## src/rtl/ucc_pkg.sv

```systemverilog
// constants, types and register map of the uwb channel control block
// assumes a single 25 MHz clock domain and an axi4-lite register master
//
// Overview of operation
// (RQ1) pulse-rate code 01 selects 16 MHz, 10 selects 64 MHz; others reserved.
// (RQ2) transmitter sends the standard delimiter when both delimiter enables clear.
// (RQ3) transmit custom enable set: transmitted delimiter follows user pattern.
// (RQ4) receiver hunts the standard delimiter when both delimiter enables clear.
// (RQ5) receive custom enable set: receiver searches for the user pattern.
// (RQ6) software matches receive delimiter pattern to the far transmitter's.
// (RQ7) five-bit transmit preamble code field selects transmitter preamble code.
// (RQ8) separate five-bit receive preamble code field, independent of transmit.
// (RQ9) software picks preamble codes recommended for channel and pulse rate.
// (RQ10) software never writes the reserved register file at index 0x20.
// (RQ11) vendor delimiter enable overrides both custom delimiter enables.
package ucc_pkg;

  localparam int ADDR_W = 8;
  localparam int IDX_W = 6;

  // printed offsets are register indices; byte address is four times these
  localparam logic [IDX_W-1:0] IDX_CHAN_CTRL = 6'h1F;
  localparam logic [IDX_W-1:0] IDX_RESERVED = 6'h20;
  localparam logic [IDX_W-1:0] IDX_USER_DELIM = 6'h21;
  localparam logic [IDX_W-1:0] IDX_DELIM_CTRL = 6'h22;
  localparam logic [IDX_W-1:0] IDX_STATUS = 6'h23;

  // channel control field positions
  localparam int LOW_CFG_W = 18;
  localparam int PRF_LSB = 18;
  localparam int TX_CUSTOM_BIT = 20;
  localparam int RX_CUSTOM_BIT = 21;
  localparam int TX_CODE_LSB = 22;
  localparam int RX_CODE_LSB = 27;
  localparam int CODE_W = 5;
  localparam logic [1:0] PRF_CODE_16M = 2'h1;
  localparam logic [1:0] PRF_CODE_64M = 2'h2;

  // user delimiter word: tx magnitude, tx sign, rx magnitude, rx sign
  localparam int PATTERN_W = 16;
  localparam int TX_PATTERN_LSB = 0;
  localparam int RX_PATTERN_LSB = 16;

  // delimiter control and status bit positions
  localparam int VENDOR_EN_BIT = 0;
  localparam int ST_PRF_BAD_BIT = 0;
  localparam int ST_TX_MODE_LSB = 1;
  localparam int ST_RX_MODE_LSB = 3;
  localparam int ST_RESV_WR_BIT = 5;

  // values after reset
  localparam logic [31:0] CHAN_CTRL_RST = 32'h0000_0000;
  localparam logic [31:0] USER_DELIM_RST = 32'h0000_0000;
  localparam logic VENDOR_EN_RST = 1'b0;

  // axi responses
  localparam logic [1:0] RESP_OKAY = 2'h0;
  localparam logic [1:0] RESP_SLVERR = 2'h2;

  typedef enum logic [1:0] {
    DELIM_STANDARD,
    DELIM_USER,
    DELIM_VENDOR
  } ucc_delim_mode_t;

  typedef enum logic [1:0] {
    PRF_NONE,
    PRF_16M,
    PRF_64M
  } ucc_prf_t;

  typedef struct packed {
    ucc_delim_mode_t tx_delim_mode;
    ucc_delim_mode_t rx_delim_mode;
    logic [PATTERN_W-1:0] tx_pattern;
    logic [PATTERN_W-1:0] rx_pattern;
    ucc_prf_t rx_prf;
    logic [CODE_W-1:0] tx_code;
    logic [CODE_W-1:0] rx_code;
    logic [LOW_CFG_W-1:0] low_cfg;
  } ucc_phy_cfg_t;

  localparam ucc_phy_cfg_t PHY_CFG_RST = '0;

endpackage

```

## src/rtl/ucc_delim_sel.sv

```systemverilog
// delimiter source selection for one direction (tx or rx)
// assumes both enables are steady register bits
`timescale 1ns/100ps

module ucc_delim_sel (
  // enables
  input wire logic custom_en,
  input wire logic vendor_en,
  // chosen delimiter source
  output ucc_pkg::ucc_delim_mode_t mode
);
  import ucc_pkg::*;

  always_comb begin
    if (vendor_en) begin
      mode = DELIM_VENDOR; // see RQ11
    end else if (custom_en) begin
      mode = DELIM_USER; // see RQ3 see RQ5
    end else begin
      mode = DELIM_STANDARD; // see RQ2 see RQ4
    end
  end

endmodule

```

## src/rtl/ucc_top.sv

```systemverilog
// channel control register bank of a uwb transceiver with axi4-lite slave
// assumes an axi4-lite master on CLK_SYS; PHY_CFG feeds the radio datapath
`timescale 1ns/100ps

module ucc_top (
  // clock and reset
  input wire logic CLK_SYS,
  input wire logic RST,
  // axi4-lite write address
  input wire logic [ucc_pkg::ADDR_W-1:0] S_AXI_AWADDR,
  input wire logic S_AXI_AWVALID,
  output logic S_AXI_AWREADY,
  // axi4-lite write data
  input wire logic [31:0] S_AXI_WDATA,
  input wire logic [3:0] S_AXI_WSTRB,
  input wire logic S_AXI_WVALID,
  output logic S_AXI_WREADY,
  // axi4-lite write response
  output logic [1:0] S_AXI_BRESP,
  output logic S_AXI_BVALID,
  input wire logic S_AXI_BREADY,
  // axi4-lite read address
  input wire logic [ucc_pkg::ADDR_W-1:0] S_AXI_ARADDR,
  input wire logic S_AXI_ARVALID,
  output logic S_AXI_ARREADY,
  // axi4-lite read data
  output logic [31:0] S_AXI_RDATA,
  output logic [1:0] S_AXI_RRESP,
  output logic S_AXI_RVALID,
  input wire logic S_AXI_RREADY,
  // radio configuration
  output ucc_pkg::ucc_phy_cfg_t PHY_CFG
);
  import ucc_pkg::*;

  //////////////////////////////////////////////////////////////////////////
  // helpers

  function automatic logic [IDX_W-1:0] addr_idx(logic [ADDR_W-1:0] a);
    return a[ADDR_W-1:2];
  endfunction

  function automatic logic [31:0] merge_strb(logic [31:0] old_word,
                                             logic [31:0] data,
                                             logic [3:0] strb);
    logic [31:0] res;
    res = old_word;
    for (int i = 0; i < 4; i++) begin
      if (strb[i]) begin
        res[8*i +: 8] = data[8*i +: 8];
      end
    end
    return res;
  endfunction

  function automatic ucc_prf_t prf_decode(logic [1:0] code);
    ucc_prf_t res;
    res = PRF_NONE; // reserved codes select no rate
    if (code == PRF_CODE_16M) begin
      res = PRF_16M;
    end else if (code == PRF_CODE_64M) begin
      res = PRF_64M;
    end
    return res;
  endfunction

  //////////////////////////////////////////////////////////////////////////
  // register state

  logic [31:0] chan_ctrl;
  logic [31:0] user_delim;
  logic vendor_en;
  logic resv_wr_seen;

  logic aw_held;
  logic [IDX_W-1:0] aw_idx;
  logic w_held;
  logic [31:0] w_data;
  logic [3:0] w_strb;
  logic do_write;

  logic [31:0] rd_word;
  logic rd_ok;

  ucc_delim_mode_t tx_mode;
  ucc_delim_mode_t rx_mode;
  ucc_prf_t rx_prf;
  ucc_phy_cfg_t next_phy_cfg;
  logic [31:0] status_word;

  //////////////////////////////////////////////////////////////////////////
  // write channel: address and data taken in either order

  // no new address or data while a response is still pending
  assign S_AXI_AWREADY = !aw_held && !S_AXI_BVALID;
  assign S_AXI_WREADY = !w_held && !S_AXI_BVALID;
  assign do_write = aw_held && w_held;

  always_ff @(posedge CLK_SYS or posedge RST) begin
    if (RST) begin
      aw_held <= 1'b0;
      aw_idx <= '0;
    end else if (S_AXI_AWVALID && S_AXI_AWREADY) begin
      aw_held <= 1'b1;
      aw_idx <= addr_idx(S_AXI_AWADDR);
    end else if (do_write) begin
      aw_held <= 1'b0;
    end
  end

  always_ff @(posedge CLK_SYS or posedge RST) begin
    if (RST) begin
      w_held <= 1'b0;
      w_data <= '0;
      w_strb <= '0;
    end else if (S_AXI_WVALID && S_AXI_WREADY) begin
      w_held <= 1'b1;
      w_data <= S_AXI_WDATA;
      w_strb <= S_AXI_WSTRB;
    end else if (do_write) begin
      w_held <= 1'b0;
    end
  end

  always_ff @(posedge CLK_SYS or posedge RST) begin
    if (RST) begin
      S_AXI_BVALID <= 1'b0;
      S_AXI_BRESP <= RESP_OKAY;
    end else if (do_write) begin
      S_AXI_BVALID <= 1'b1;
      unique case (aw_idx)
        IDX_CHAN_CTRL, IDX_RESERVED, IDX_USER_DELIM, IDX_DELIM_CTRL,
        IDX_STATUS: begin
          S_AXI_BRESP <= RESP_OKAY;
        end
        default: begin
          S_AXI_BRESP <= RESP_SLVERR;
        end
      endcase
    end else if (S_AXI_BREADY) begin
      S_AXI_BVALID <= 1'b0;
    end
  end

  //////////////////////////////////////////////////////////////////////////
  // configuration registers

  // pulse rate, custom delimiter enables and preamble codes in one word
  always_ff @(posedge CLK_SYS or posedge RST) begin
    if (RST) begin
      chan_ctrl <= CHAN_CTRL_RST;
    end else if (do_write && aw_idx == IDX_CHAN_CTRL) begin
      chan_ctrl <= merge_strb(chan_ctrl, w_data, w_strb); // see RQ7 see RQ8
    end
  end

  always_ff @(posedge CLK_SYS or posedge RST) begin
    if (RST) begin
      user_delim <= USER_DELIM_RST;
    end else if (do_write && aw_idx == IDX_USER_DELIM) begin
      user_delim <= merge_strb(user_delim, w_data, w_strb);
    end
  end

  always_ff @(posedge CLK_SYS or posedge RST) begin
    if (RST) begin
      vendor_en <= VENDOR_EN_RST;
    end else if (do_write && aw_idx == IDX_DELIM_CTRL && w_strb[0]) begin
      vendor_en <= w_data[VENDOR_EN_BIT];
    end
  end

  // the reserved file holds nothing; a write is dropped but remembered,
  // since software that touches it is misbehaving
  always_ff @(posedge CLK_SYS or posedge RST) begin
    if (RST) begin
      resv_wr_seen <= 1'b0;
    end else if (do_write && aw_idx == IDX_RESERVED) begin
      resv_wr_seen <= 1'b1; // see RQ10
    end else if (do_write && aw_idx == IDX_STATUS && w_strb[0]
                 && w_data[ST_RESV_WR_BIT]) begin
      resv_wr_seen <= 1'b0;
    end
  end

  //////////////////////////////////////////////////////////////////////////
  // delimiter source and pulse-rate decode

  ucc_delim_sel u_tx_delim (
    .custom_en(chan_ctrl[TX_CUSTOM_BIT]),
    .vendor_en(vendor_en),
    .mode(tx_mode)
  );

  ucc_delim_sel u_rx_delim (
    .custom_en(chan_ctrl[RX_CUSTOM_BIT]),
    .vendor_en(vendor_en),
    .mode(rx_mode)
  );

  assign rx_prf = prf_decode(chan_ctrl[PRF_LSB +: 2]); // see RQ1

  always_comb begin
    next_phy_cfg = PHY_CFG_RST;
    next_phy_cfg.tx_delim_mode = tx_mode; // see RQ2 see RQ3 see RQ11
    next_phy_cfg.rx_delim_mode = rx_mode; // see RQ4 see RQ5 see RQ11
    // patterns pass whatever the mode; the datapath uses them only in user
    next_phy_cfg.tx_pattern = user_delim[TX_PATTERN_LSB +: PATTERN_W];
    next_phy_cfg.rx_pattern = user_delim[RX_PATTERN_LSB +: PATTERN_W];
    next_phy_cfg.rx_prf = rx_prf;
    next_phy_cfg.tx_code = chan_ctrl[TX_CODE_LSB +: CODE_W]; // see RQ7
    next_phy_cfg.rx_code = chan_ctrl[RX_CODE_LSB +: CODE_W]; // see RQ8
    next_phy_cfg.low_cfg = chan_ctrl[LOW_CFG_W-1:0];
  end

  // registered so the radio sees a clean word one cycle after a write
  always_ff @(posedge CLK_SYS or posedge RST) begin
    if (RST) begin
      PHY_CFG <= PHY_CFG_RST;
    end else begin
      PHY_CFG <= next_phy_cfg;
    end
  end

  //////////////////////////////////////////////////////////////////////////
  // read channel

  always_comb begin
    status_word = '0;
    status_word[ST_PRF_BAD_BIT] = (rx_prf == PRF_NONE);
    status_word[ST_TX_MODE_LSB +: 2] = tx_mode;
    status_word[ST_RX_MODE_LSB +: 2] = rx_mode;
    status_word[ST_RESV_WR_BIT] = resv_wr_seen;
  end

  always_comb begin
    rd_word = '0;
    rd_ok = 1'b1;
    unique case (addr_idx(S_AXI_ARADDR))
      IDX_CHAN_CTRL: begin
        rd_word = chan_ctrl;
      end
      IDX_RESERVED: begin
        rd_word = '0;
      end
      IDX_USER_DELIM: begin
        rd_word = user_delim;
      end
      IDX_DELIM_CTRL: begin
        rd_word[VENDOR_EN_BIT] = vendor_en;
      end
      IDX_STATUS: begin
        rd_word = status_word;
      end
      default: begin
        rd_ok = 1'b0;
      end
    endcase
  end

  assign S_AXI_ARREADY = !S_AXI_RVALID;

  always_ff @(posedge CLK_SYS or posedge RST) begin
    if (RST) begin
      S_AXI_RVALID <= 1'b0;
      S_AXI_RDATA <= '0;
      S_AXI_RRESP <= RESP_OKAY;
    end else if (S_AXI_ARVALID && S_AXI_ARREADY) begin
      S_AXI_RVALID <= 1'b1;
      S_AXI_RDATA <= rd_word;
      S_AXI_RRESP <= rd_ok ? RESP_OKAY : RESP_SLVERR;
    end else if (S_AXI_RREADY) begin
      S_AXI_RVALID <= 1'b0;
    end
  end

endmodule

```

## config.mk

```make
export PLATFORM = sky130hd
export DESIGN_NAME = ucc_top
export DESIGN_NICKNAME = d
export VERILOG_FILES = /design/src/rtl/ucc_pkg.sv /design/src/rtl/ucc_delim_sel.sv /design/src/rtl/ucc_top.sv
export SDC_FILE = /design/constraint.sdc
export NUM_CORES = 1
export LEC_CHECK = 0
export BUFFER_PORTS_ARGS = -buffer_cell sky130_fd_sc_hd__buf_2
export CORE_MARGIN = 8
export CORE_UTILIZATION = 58
export DETAILED_ROUTE_END_ITERATION = 10
export PLACE_DENSITY = 0.84
export SYNTH_ARGS = -nofsm -noshare
export SYNTH_HDL_FRONTEND = slang
export SYNTH_HIERARCHICAL = 1
export SYNTH_SLANG_ARGS = --single-unit
```

## constraint.sdc

```tcl
create_clock -name CLK_SYS -period 20.7 [get_ports CLK_SYS]
set_clock_uncertainty 0.05 [all_clocks]
set_input_delay 4.14 -clock CLK_SYS [delete_from_list [all_inputs] [get_ports CLK_SYS]]
set_output_delay 4.14 -clock CLK_SYS [all_outputs]
set_load 0.02 [all_outputs]
```

# --- Yosys cells after proc, flatten, opt, wreduce, memory -nomap -nowiden ---
# Index checks and enable logic that the tools add are counted.
# Widths: inputs -> output; s select.
totals:
  reg_bits: 214
  output_inout_bits: 107
  elab_cells: 94
classes:
  eq_ne: 12
  muxes: 20
  reduce_logical: 34
ops:
  columns: ["op", "count"]
  rows:
  - ["$pmux 31 s3", 1]
  - ["$eq 6x6->1 const B", 8]
  - ["$reduce_and 2->1", 8]
  - ["$logic_and 1x1->1", 14]
  - ["$eq 6x5->1 const B", 2]
  - ["$mux 1", 12]
  - ["$mux 2", 6]
  - ["$reduce_bool 2->1", 5]
  - ["$reduce_or 5->1", 2]
  - ["$logic_not 1->1", 4]
  - ["$pmux 1 s4", 1]
  - ["$eq 2x1->1 const B", 1]
  - ["$eq 2x2->1 const B", 1]
  - ["$logic_not 2->1", 1]

# --- Logic depth before layout (Yosys ltp) ---
# Gate-level depths: netlist of run 1.
depth:
  depth_word: 6
  depth_mapped: 6

# --- Cells and area by module ---
# Netlist of run 1, hierarchy kept.
by_module_without_submodules:
  columns: ["mod", "instances", "cells_each", "area_each_um2", "seq_area_each_um2"]
  rows:
  - ["ucc_top", 1, 496, 7522.2, 5305.1]
  - ["ucc_delim_sel", 2, 2, 21.3, 0.0]

# --- Least setup slack after synthesis of run 1 ---
# No wires, ideal clock.
synth_path:
  kind: "input to register"
  start: "input S_AXI_ARADDR[3] in the netlist's numbering"
  end: "register S_AXI_RDATA[0]"
  t_arrival_ns: 5.395
  required_time_ns: 20.568
  slack_ns: 15.173
  path_stages: 6
  cell_sequence: "clkbuf_1 > nand4b_1 > nor2_1 > clkbuf_1 > o211ai_1 > a31oi_1"
synth_between:
  elab_chain_cells: 2
synth_rtl:
  columns: ["element", "line", "rtl"]
  rows:
  - ["start, declared", "ucc_top.sv:23", "input wire logic [ucc_pkg::ADDR_W-1:0] S_AXI_ARADDR,"]
  - ["$eq 6x6->1 / $eq 6x5->1 (equally long branches)", "ucc_top.sv:239", "unique case (addr_idx(S_AXI_ARADDR))"]
  - ["$pmux 1 s4 *", "ucc_top.sv:239", null]
  - ["end signal, assigned", "ucc_top.sv:270", "S_AXI_RDATA <= rd_word;"]
  - ["end, declared", "ucc_top.sv:27", "output logic [31:0] S_AXI_RDATA,"]
# Every way passes the cells marked *; elsewhere a longest branch is shown, timed or not.
# A chain may end at the register's enable or synchronous reset.

# --- Final worst setup path of run 1 ---
layout_path:
  start: "input S_AXI_ARADDR[3] in the netlist's numbering"
  end: "register S_AXI_RDATA[28]"
layout_between:
  elab_chain_cells: 2
layout_rtl:
  columns: ["element", "line"]
  rows:
  - ["$eq 6x6->1 / $eq 6x5->1 (equally long branches)", "ucc_top.sv:239"]
  - ["$pmux 31 s3 *", "ucc_top.sv:239"]
# Marked as above.

==> results of run 1 <==
-- kinds of logic after synthesis --
| group | count (synthesis) | share of synthesized area (%) |
|---|---|---|
| AOI/OAI and AO/OA | 68 | 5.81 |
| adders and majority gates | 2 | 0.331 |
| buffers and inverters | 29 | 1.70 |
| DFF | 212 | 70.1 |
| muxes | 114 | 16.9 |
| other | 1 | 0.0496 |
| and+or+nand+nor | 74 | 5.04 |
-- stage by stage --
step	total power, mW	util, %
2_1_floorplan	0.736	-
3_3_place_gp	0.803	67.2
3_5_place_dp	0.821	67.2
4_1_cts	1.19	72.7
5_1_grt	1.24	72.7
6_report	1.18	72.7
-- final cells by class --
| type | instances | area, µm² |
|---|---|---|
| inverters | 7 | 33.8 |
| clock buffers | 31 | 633 |
| fillers | 842 | 3460 |
| repair buffers | 162 | 818 |
| multi-input cells | 260 | 2150 |
| well taps | 172 | 215 |
| flip-flops and latches | 212 | 5310 |
| clock inverters | 5 | 53.8 |
-- worst paths after layout --
check                      slack (ns)                          end
setup reg to reg                18.39     chan_ctrl[2]$_DFFE_PP0P_
hold reg to reg                  0.35         PHY_CFG[8]$_DFF_PP0_
hold / removal                   0.35         PHY_CFG[8]$_DFF_PP0_
max in group asynchronous       15.17       w_data[28]$_DFFE_PP0P_
min in group asynchronous        3.75    chan_ctrl[29]$_DFFE_PP0P_
setup / recovery                14.66  S_AXI_RDATA[28]$_DFFE_PP0P_
-- power by group --
group | internal (mW) | switching (mW)
logic | 0.103 | 0.115
clock network | 0.223 | 0.149
registers | 0.521 | 0.0717
total | 0.847 | 0.335
-- registers in the layout, summed over array words and instances (netlist names) --
name / count
aw_idx: 6
w_strb: 4
w_held: 1
w_data: 32
chan_ctrl: 32
user_delim: 32
vendor_en: 1
S_AXI_RRESP: 1
S_AXI_BVALID: 1
S_AXI_RDATA: 32
aw_held: 1
S_AXI_RVALID: 1
PHY_CFG: 66
resv_wr_seen: 1
S_AXI_BRESP: 1
-- metal layers --
metal	up-vias	part of all wire, %	GRT usage, %
met5	-	0.071	0
met4	2	1.8	4.71
met2	152	51	36.1
li1	2080	-	-
met1	2329	39	24.3
met3	32	8.5	5.47
-- synth_stat cells (2+ instances only) --
master    count
inv_1         7
and2_1        3
buf_4         4
buf_2         4
nor2_1        5
nand2_2       4
nor2b_4       2
nand2_1      47
dfrtp_1     212
mux2_2      112
a32oi_1       5
mux2i_1       2
nor3_1        2
a22oi_1      26
ha_1          2
clkbuf_1     14
o21ai_0      29
-- worst max-delay path: stages --
cell      delay [ns]
buf_2           0.22
nand4b_1        0.19
nor2_4          0.78
o21ai_2         0.59
o21ai_0         0.41
-- cells in the final DEF (no fill, tap or decap), types with 4 or more instances in the layout --
| master | count |
|---|---|
| buf_2 | 159 |
| inv_1 | 6 |
| nor2_1 | 4 |
| clkbuf_16 | 21 |
| mux2_2 | 112 |
| nand2_1 | 47 |
| a22oi_1 | 26 |
| o21ai_0 | 29 |
| dfrtp_1 | 212 |
| nand2_2 | 4 |
| a32oi_1 | 5 |
| clkbuf_8 | 7 |
==> summary.txt, run 1 <==
Status
  – Status: finished, final reports clean

Place
  – DP Area: 0.00852 mm²
  – DP Wirelength: 11,400 µm
  – GP Congestion: 0.778
  – Count of buffers from port buffering: 159
  – Place WS: between 10 and 15 ns
  – Placed cell count: 813

STA
  – Slew HR: 12.3%
  – # setup viols final: 0
  – Worst setup margin: 14.66 ns
  – Tmin final: between 6 and 7 ns
  – Tightest Pin Transition: 1.32 ns
  – FMAX: 0.166 GHz
  – Unrepaired setup endpoints after global routing: false
  – Worst hold slack: 0.345 ns
  – Max-slew violations: 0
  – Final worst path period share: 29.2%
  – Fin Setup TNS: 0 ns
  – Count of final hold-check violations: 0

Global routing
  – Number of global-route vias before repair: 5,096
  – Initial antenna violation count: 1
  – Largest net degree at the start of global routing: ~120
  – Gr ovfl total: 0
  – GRT Util Overall: between 20% and 30%
  – First-pass GRT wire length: 26,800 µm

Synthesis
  – Synth area leader: dfrtp_1
  – Synth top area cells: dfrtp_1 70%, mux2_2 17%, a22oi_1 2.6%
  – Async SR Flop Fraction: 100%
  – Avg Cell Area, Syn: 15.1 µm²
  – Post-synthesis cell type count: 37
  – Ys flop type: dfrtp_1
  – Yosys top cell area share: 70.1%
  – Sequential element share of the synthesized area: 70.1%
  – Mapped cell area: 0.00756 mm²
  – Cells after Synth: 500
  – Seq cells post-synth: 212
  – Yosys warning count: 6
  – Post-synth EDFFs: 0

Power and ir drop
  – Pleak: 4.81 nW
  – PwrDens: ~130 mW/mm²
  – Worst ir drop on vdd: about 0.11 mV

Hold path
  – Hold Crit Class: reg2reg
  – Hold Path Origin: chan_ctrl[8]$_DFFE_PP0P_
  – Hold depth: 0

Critical path
  – Worst Path Arrival: 6.36 ns
  – Kind of critical path: in2reg
  – Reg2Reg Launch Point: w_held$_DFFE_PP0P_
  – WP data required: 21.01 ns
  – CP Launch Type: input port
  – CP max FO: 34
  – Critical path launch point: S_AXI_ARADDR[3]
  – Reg2Reg Depth: 4
  – Crit end category: flip-flop

Die
  – I/O pins: 166
  – Core ar.: 0.0127 mm²
  – Die area: 0.0170 mm²
  – Die Ht: 130 µm
  – Die Width: 130 µm
  – Row cnt: just over 40
  – Initial Utilization: about three fifths

Clock network
  – CTS Buffer Depth: 3
  – Number of H-tree levels: 1
  – Worst-Skew Late Latency: 0.48 ns
  – Root Buffer: clkbuf_16
  – Setup Fix Bufs, Post-CTS: 0
  – Hold bufs inserted after CTS: 0
  – TritonCTS buffer count: 21
  – CTS resizes: 0
  – Clk slew on worst S/H paths: 0.06 ns
  – Clock sink total: 212
  – CTS tree: done

Cells and area
  – P&R area growth vs syn: 21.7%
  – Layout Nets: between 700 and 800
  – Cell area after layout: a little over 0.009 mm²
  – Share of cells above drive strength 1: 47.3%
  – Diode count: 0
  – Layout Cells excl Fill: 849

Drt
  – Routed Antenna Nets: 0
  – Iter 0 DRT Violations: 213
  – Routed WL: 16,900 µm
  – Post-DR vias/cell: 5.41
  – DR vias: approximately 4,600
  – Post-route DRC: 0
  – Drt wl/cell: between 15 and 20 µm
  – Pre-Repair DR Iteration Count: 5

Flow run
  – Max-Cap Viols: 0
(Power assumes the default switching activity.)
==> inputs of run 2 (changes only) <==
--- a/config.mk
+++ b/config.mk
@@ -7,9 +7,9 @@
 export LEC_CHECK = 0
 export BUFFER_PORTS_ARGS = -buffer_cell sky130_fd_sc_hd__buf_2
 export CORE_MARGIN = 8
-export CORE_UTILIZATION = 58
+export CORE_UTILIZATION = 54
 export DETAILED_ROUTE_END_ITERATION = 10
-export PLACE_DENSITY = 0.84
+export PLACE_DENSITY = 0.79
 export SYNTH_ARGS = -nofsm -noshare
 export SYNTH_HDL_FRONTEND = slang
 export SYNTH_HIERARCHICAL = 1
==> constraint.sdc (replaced) <==
create_clock -name CLK_SYS -period 6.1 [get_ports CLK_SYS]
set_clock_uncertainty 0.05 [all_clocks]
set_input_delay 1.22 -clock CLK_SYS [delete_from_list [all_inputs] [get_ports CLK_SYS]]
set_output_delay 1.22 -clock CLK_SYS [all_outputs]
set_load 0.02 [all_outputs]
==> run 2 against run 1 <==
Clock power increased to 3.5 times the previous value; setup slack worse by 12 ns; highest routed layer unchanged; final cell count up 1.1%; sequential cell count stayed put; cell area increased by 0.53%; largest cell class unchanged.
==> summary.txt, run 2 (same netlist as run 1, synthesis figures left out) <==
Status
  – Status: finished, final reports clean (unchanged)

Global routing
  – Initial antenna violation count: 1 (unchanged)
  – GRT Util Overall: 18.1% (was 20.4%)
  – Largest net degree at the start of global routing: 213 (was 121)
  – First-pass GRT wire length: 26,200 µm (was 26,800 µm)
  – Number of global-route vias before repair: 4,947 (was 5,096)
  – Gr ovfl total: 0 (unchanged)

Clock network
  – TritonCTS buffer count: 21 (unchanged)
  – CTS tree: done (unchanged)
  – Number of H-tree levels: 1 (unchanged)
  – CTS Buffer Depth: 3 (unchanged)
  – Worst-Skew Late Latency: 0.48 ns (about the same)
  – CTS resizes: 0 (unchanged)
  – Root Buffer: clkbuf_16 (unchanged)
  – Setup Fix Bufs, Post-CTS: 0 (unchanged)
  – Clk slew on worst S/H paths: 0.06 ns (about the same)
  – Hold bufs inserted after CTS: 0 (unchanged)
  – Clock sink total: 212 (unchanged)

Cells and area
  – Layout Nets: 725 (unchanged)
  – Leading cell type in the layout, fill and taps excluded: dfrtp_1 (unchanged)
  – Most frequent cells in the layout: 212 x dfrtp_1, 159 x buf_2, 112 x mux2_2 (unchanged)
  – Cell area after layout: 0.00926 mm² (was 0.00921 mm²)
  – P&R area growth vs syn: 22.3% (was 21.7%)
  – Largest register FFs: 66 (unchanged)
  – Fillers: 1,027 (was 842)
  – Diode count: 0 (unchanged)
  – Most flops, register: PHY_CFG (unchanged)
  – Share of cells above drive strength 1: 47.5% (was 47.3%)

Drt
  – Post-DR vias/cell: 5.28 (was 5.41)
  – Post-route DRC: 0 (unchanged)
  – Iter 0 DRT Violations: 237 (was 213)
  – Pre-Repair DR Iteration Count: 4 (was 5)
  – Drt wl/cell: 19.0 µm (was 19.9 µm)
  – Routed Antenna Nets: 0 (unchanged)
  – Routed WL: 16,300 µm (was 16,900 µm)
  – DR vias: 4,530 (was 4,595)

Critical path
  – Kind of critical path: in2reg (unchanged)
  – CP Launch Type: input port (unchanged)
  – CP max FO: 34 (unchanged)
  – WP data required: 6.43 ns (was 21.01 ns)
  – Crit end category: flip-flop (unchanged)
  – Worst Path Arrival: 3.32 ns (was 6.36 ns)

STA
  – Max-slew violations: 0 (unchanged)
  – Tmin final: 2.98 ns
  – Unrepaired setup endpoints after global routing: false (unchanged)
  – Slew HR: 18.1% (was 12.3%)
  – Worst hold slack: 0.343 ns (was 0.345 ns)
  – Tightest Pin Transition: 1.23 ns (was 1.32 ns)
  – Count of final hold-check violations: 0 (unchanged)
  – Worst setup margin: 3.12 ns (was 14.66 ns)
  – Fin Setup TNS: 0 ns (unchanged)
  – FMAX: 0.335 GHz
  – # setup viols final: 0 (unchanged)
  – Final worst path period share: roughly 49%

Die
  – Initial Utilization: 54.9% (was 59.7%)
  – I/O pins: 166 (unchanged)
  – Row cnt: 43 (was 41)
  – Die area: 0.0181 mm² (was 0.0170 mm²)
  – Die Ht: 134 µm (was 130 µm)
  – Core ar.: 0.0138 mm² (was 0.0127 mm²)
  – Die Width: 134 µm (was 130 µm)

Power and ir drop
  – Sequential share of power: 49.5% (was 50.1%)
  – Switching share of total power: 27.8% (was 28.3%)
  – Clk pwr share: 32.4% (was 31.5%)
  – Cell internal pwr: 2.92 mW (was 0.847 mW)
  – PwrDens: 438 mW/mm² (was 128 mW/mm²)
  – Comb power frac: 18.1% (was 18.4%)
  – Pwr Total: 4.05 mW (was 1.18 mW)
  – Psw: 1.13 mW (was 0.335 mW)
  – Pleak: 4.83 nW (was 4.81 nW)
  – Worst ir drop on vdd: 0.441 mV (was 0.107 mV)

Place
  – Place WS: 2.60 ns (was 14.28 ns)
  – GP Congestion: 0.781 (was 0.778)
  – DP Area: 0.00854 mm² (was 0.00852 mm²)
  – Count of buffers from port buffering: 159 (unchanged)
  – DP Wirelength: 10,800 µm (was 11,400 µm)

Flow run
  – Max-Cap Viols: 0 (unchanged)

Hold path
  – Hold Crit Class: reg2reg (unchanged)
-- run 2: cell count changes in the layout (fill, tap and decap cells not counted), sizes merged --
cell and change:
bufinv +2, clkinv +3, clkinvlp +1, clkbuf -4, inv -1
-- run 2: path summary, 6_finish.rpt --
kind | startpoint | to | slack (ns) | cells after the start
min | chan_ctrl[26]$_DFFE_PP0P_ | PHY_CFG[27]$_DFF_PP0_ | 0.34 | 0
min in group asynchronous | RST | chan_ctrl[29]$_DFFE_PP0P_ | 1.01 | 3
max reg2reg | aw_idx[2]$_DFFE_PP0P_ | user_delim[29]$_DFFE_PP0P_ | 3.88 | 4
max in group asynchronous | RST | w_strb[2]$_DFFE_PP0P_ | 4.20 | 3
min reg2reg | chan_ctrl[26]$_DFFE_PP0P_ | PHY_CFG[27]$_DFF_PP0_ | 0.34 | 0
max | S_AXI_ARADDR[3] | S_AXI_RDATA[24]$_DFFE_PP0P_ | 3.12 | 5
-- run 2: layer usage --
metal / GRT usage (%) / share of wire [%] / up-vias
met1: 21.0 / 38 / 2294
met3: 5.05 / 8.4 / 22
li1: - / - / 2081
met4: 4.62 / 1.6 / 2
met2: 32.2 / 52 / 131
met5: 0 / 0.080 / -
-- run 2: power groups by stage --
stage	combinational (mW)	sequential, mW	clock, mW
finish	0.734	2.01	1.31
global route	0.794	2.06	1.40
CTS	0.748	2.01	1.34
detailed placement	0.747	2.03	0
global placement	0.724	2.00	0
floorplan	0.396	2.10	0
-- run 2: cell type report --
type                    instances  area [µm²]  share of cell area (%)
clock inverters                10         129                    1.39
multi-input cells             260        2150                    23.2
repair buffers                162         831                    8.98
well taps                     180         225                    2.43
flip-flops and latches        212        5310                    57.3
inverters                       7        30.0                   0.324
clock buffers                  27         588                    6.35
-- run 2: critical path: stages --
cell and delay [ns]:
buf_2 0.22, nand4b_1 0.19, nor2_4 0.77, o21ai_2 0.56, o21ai_0 0.33
-- run 2: metrics by stage --
stage / cells / utilization, %
after floorplan: 501 / -
after CTS: 858 / 67.2
final: 858 / 67.2
after detailed placement: 821 / 62.0
after global placement: 821 / 62.0
after global routing: 858 / 67.2
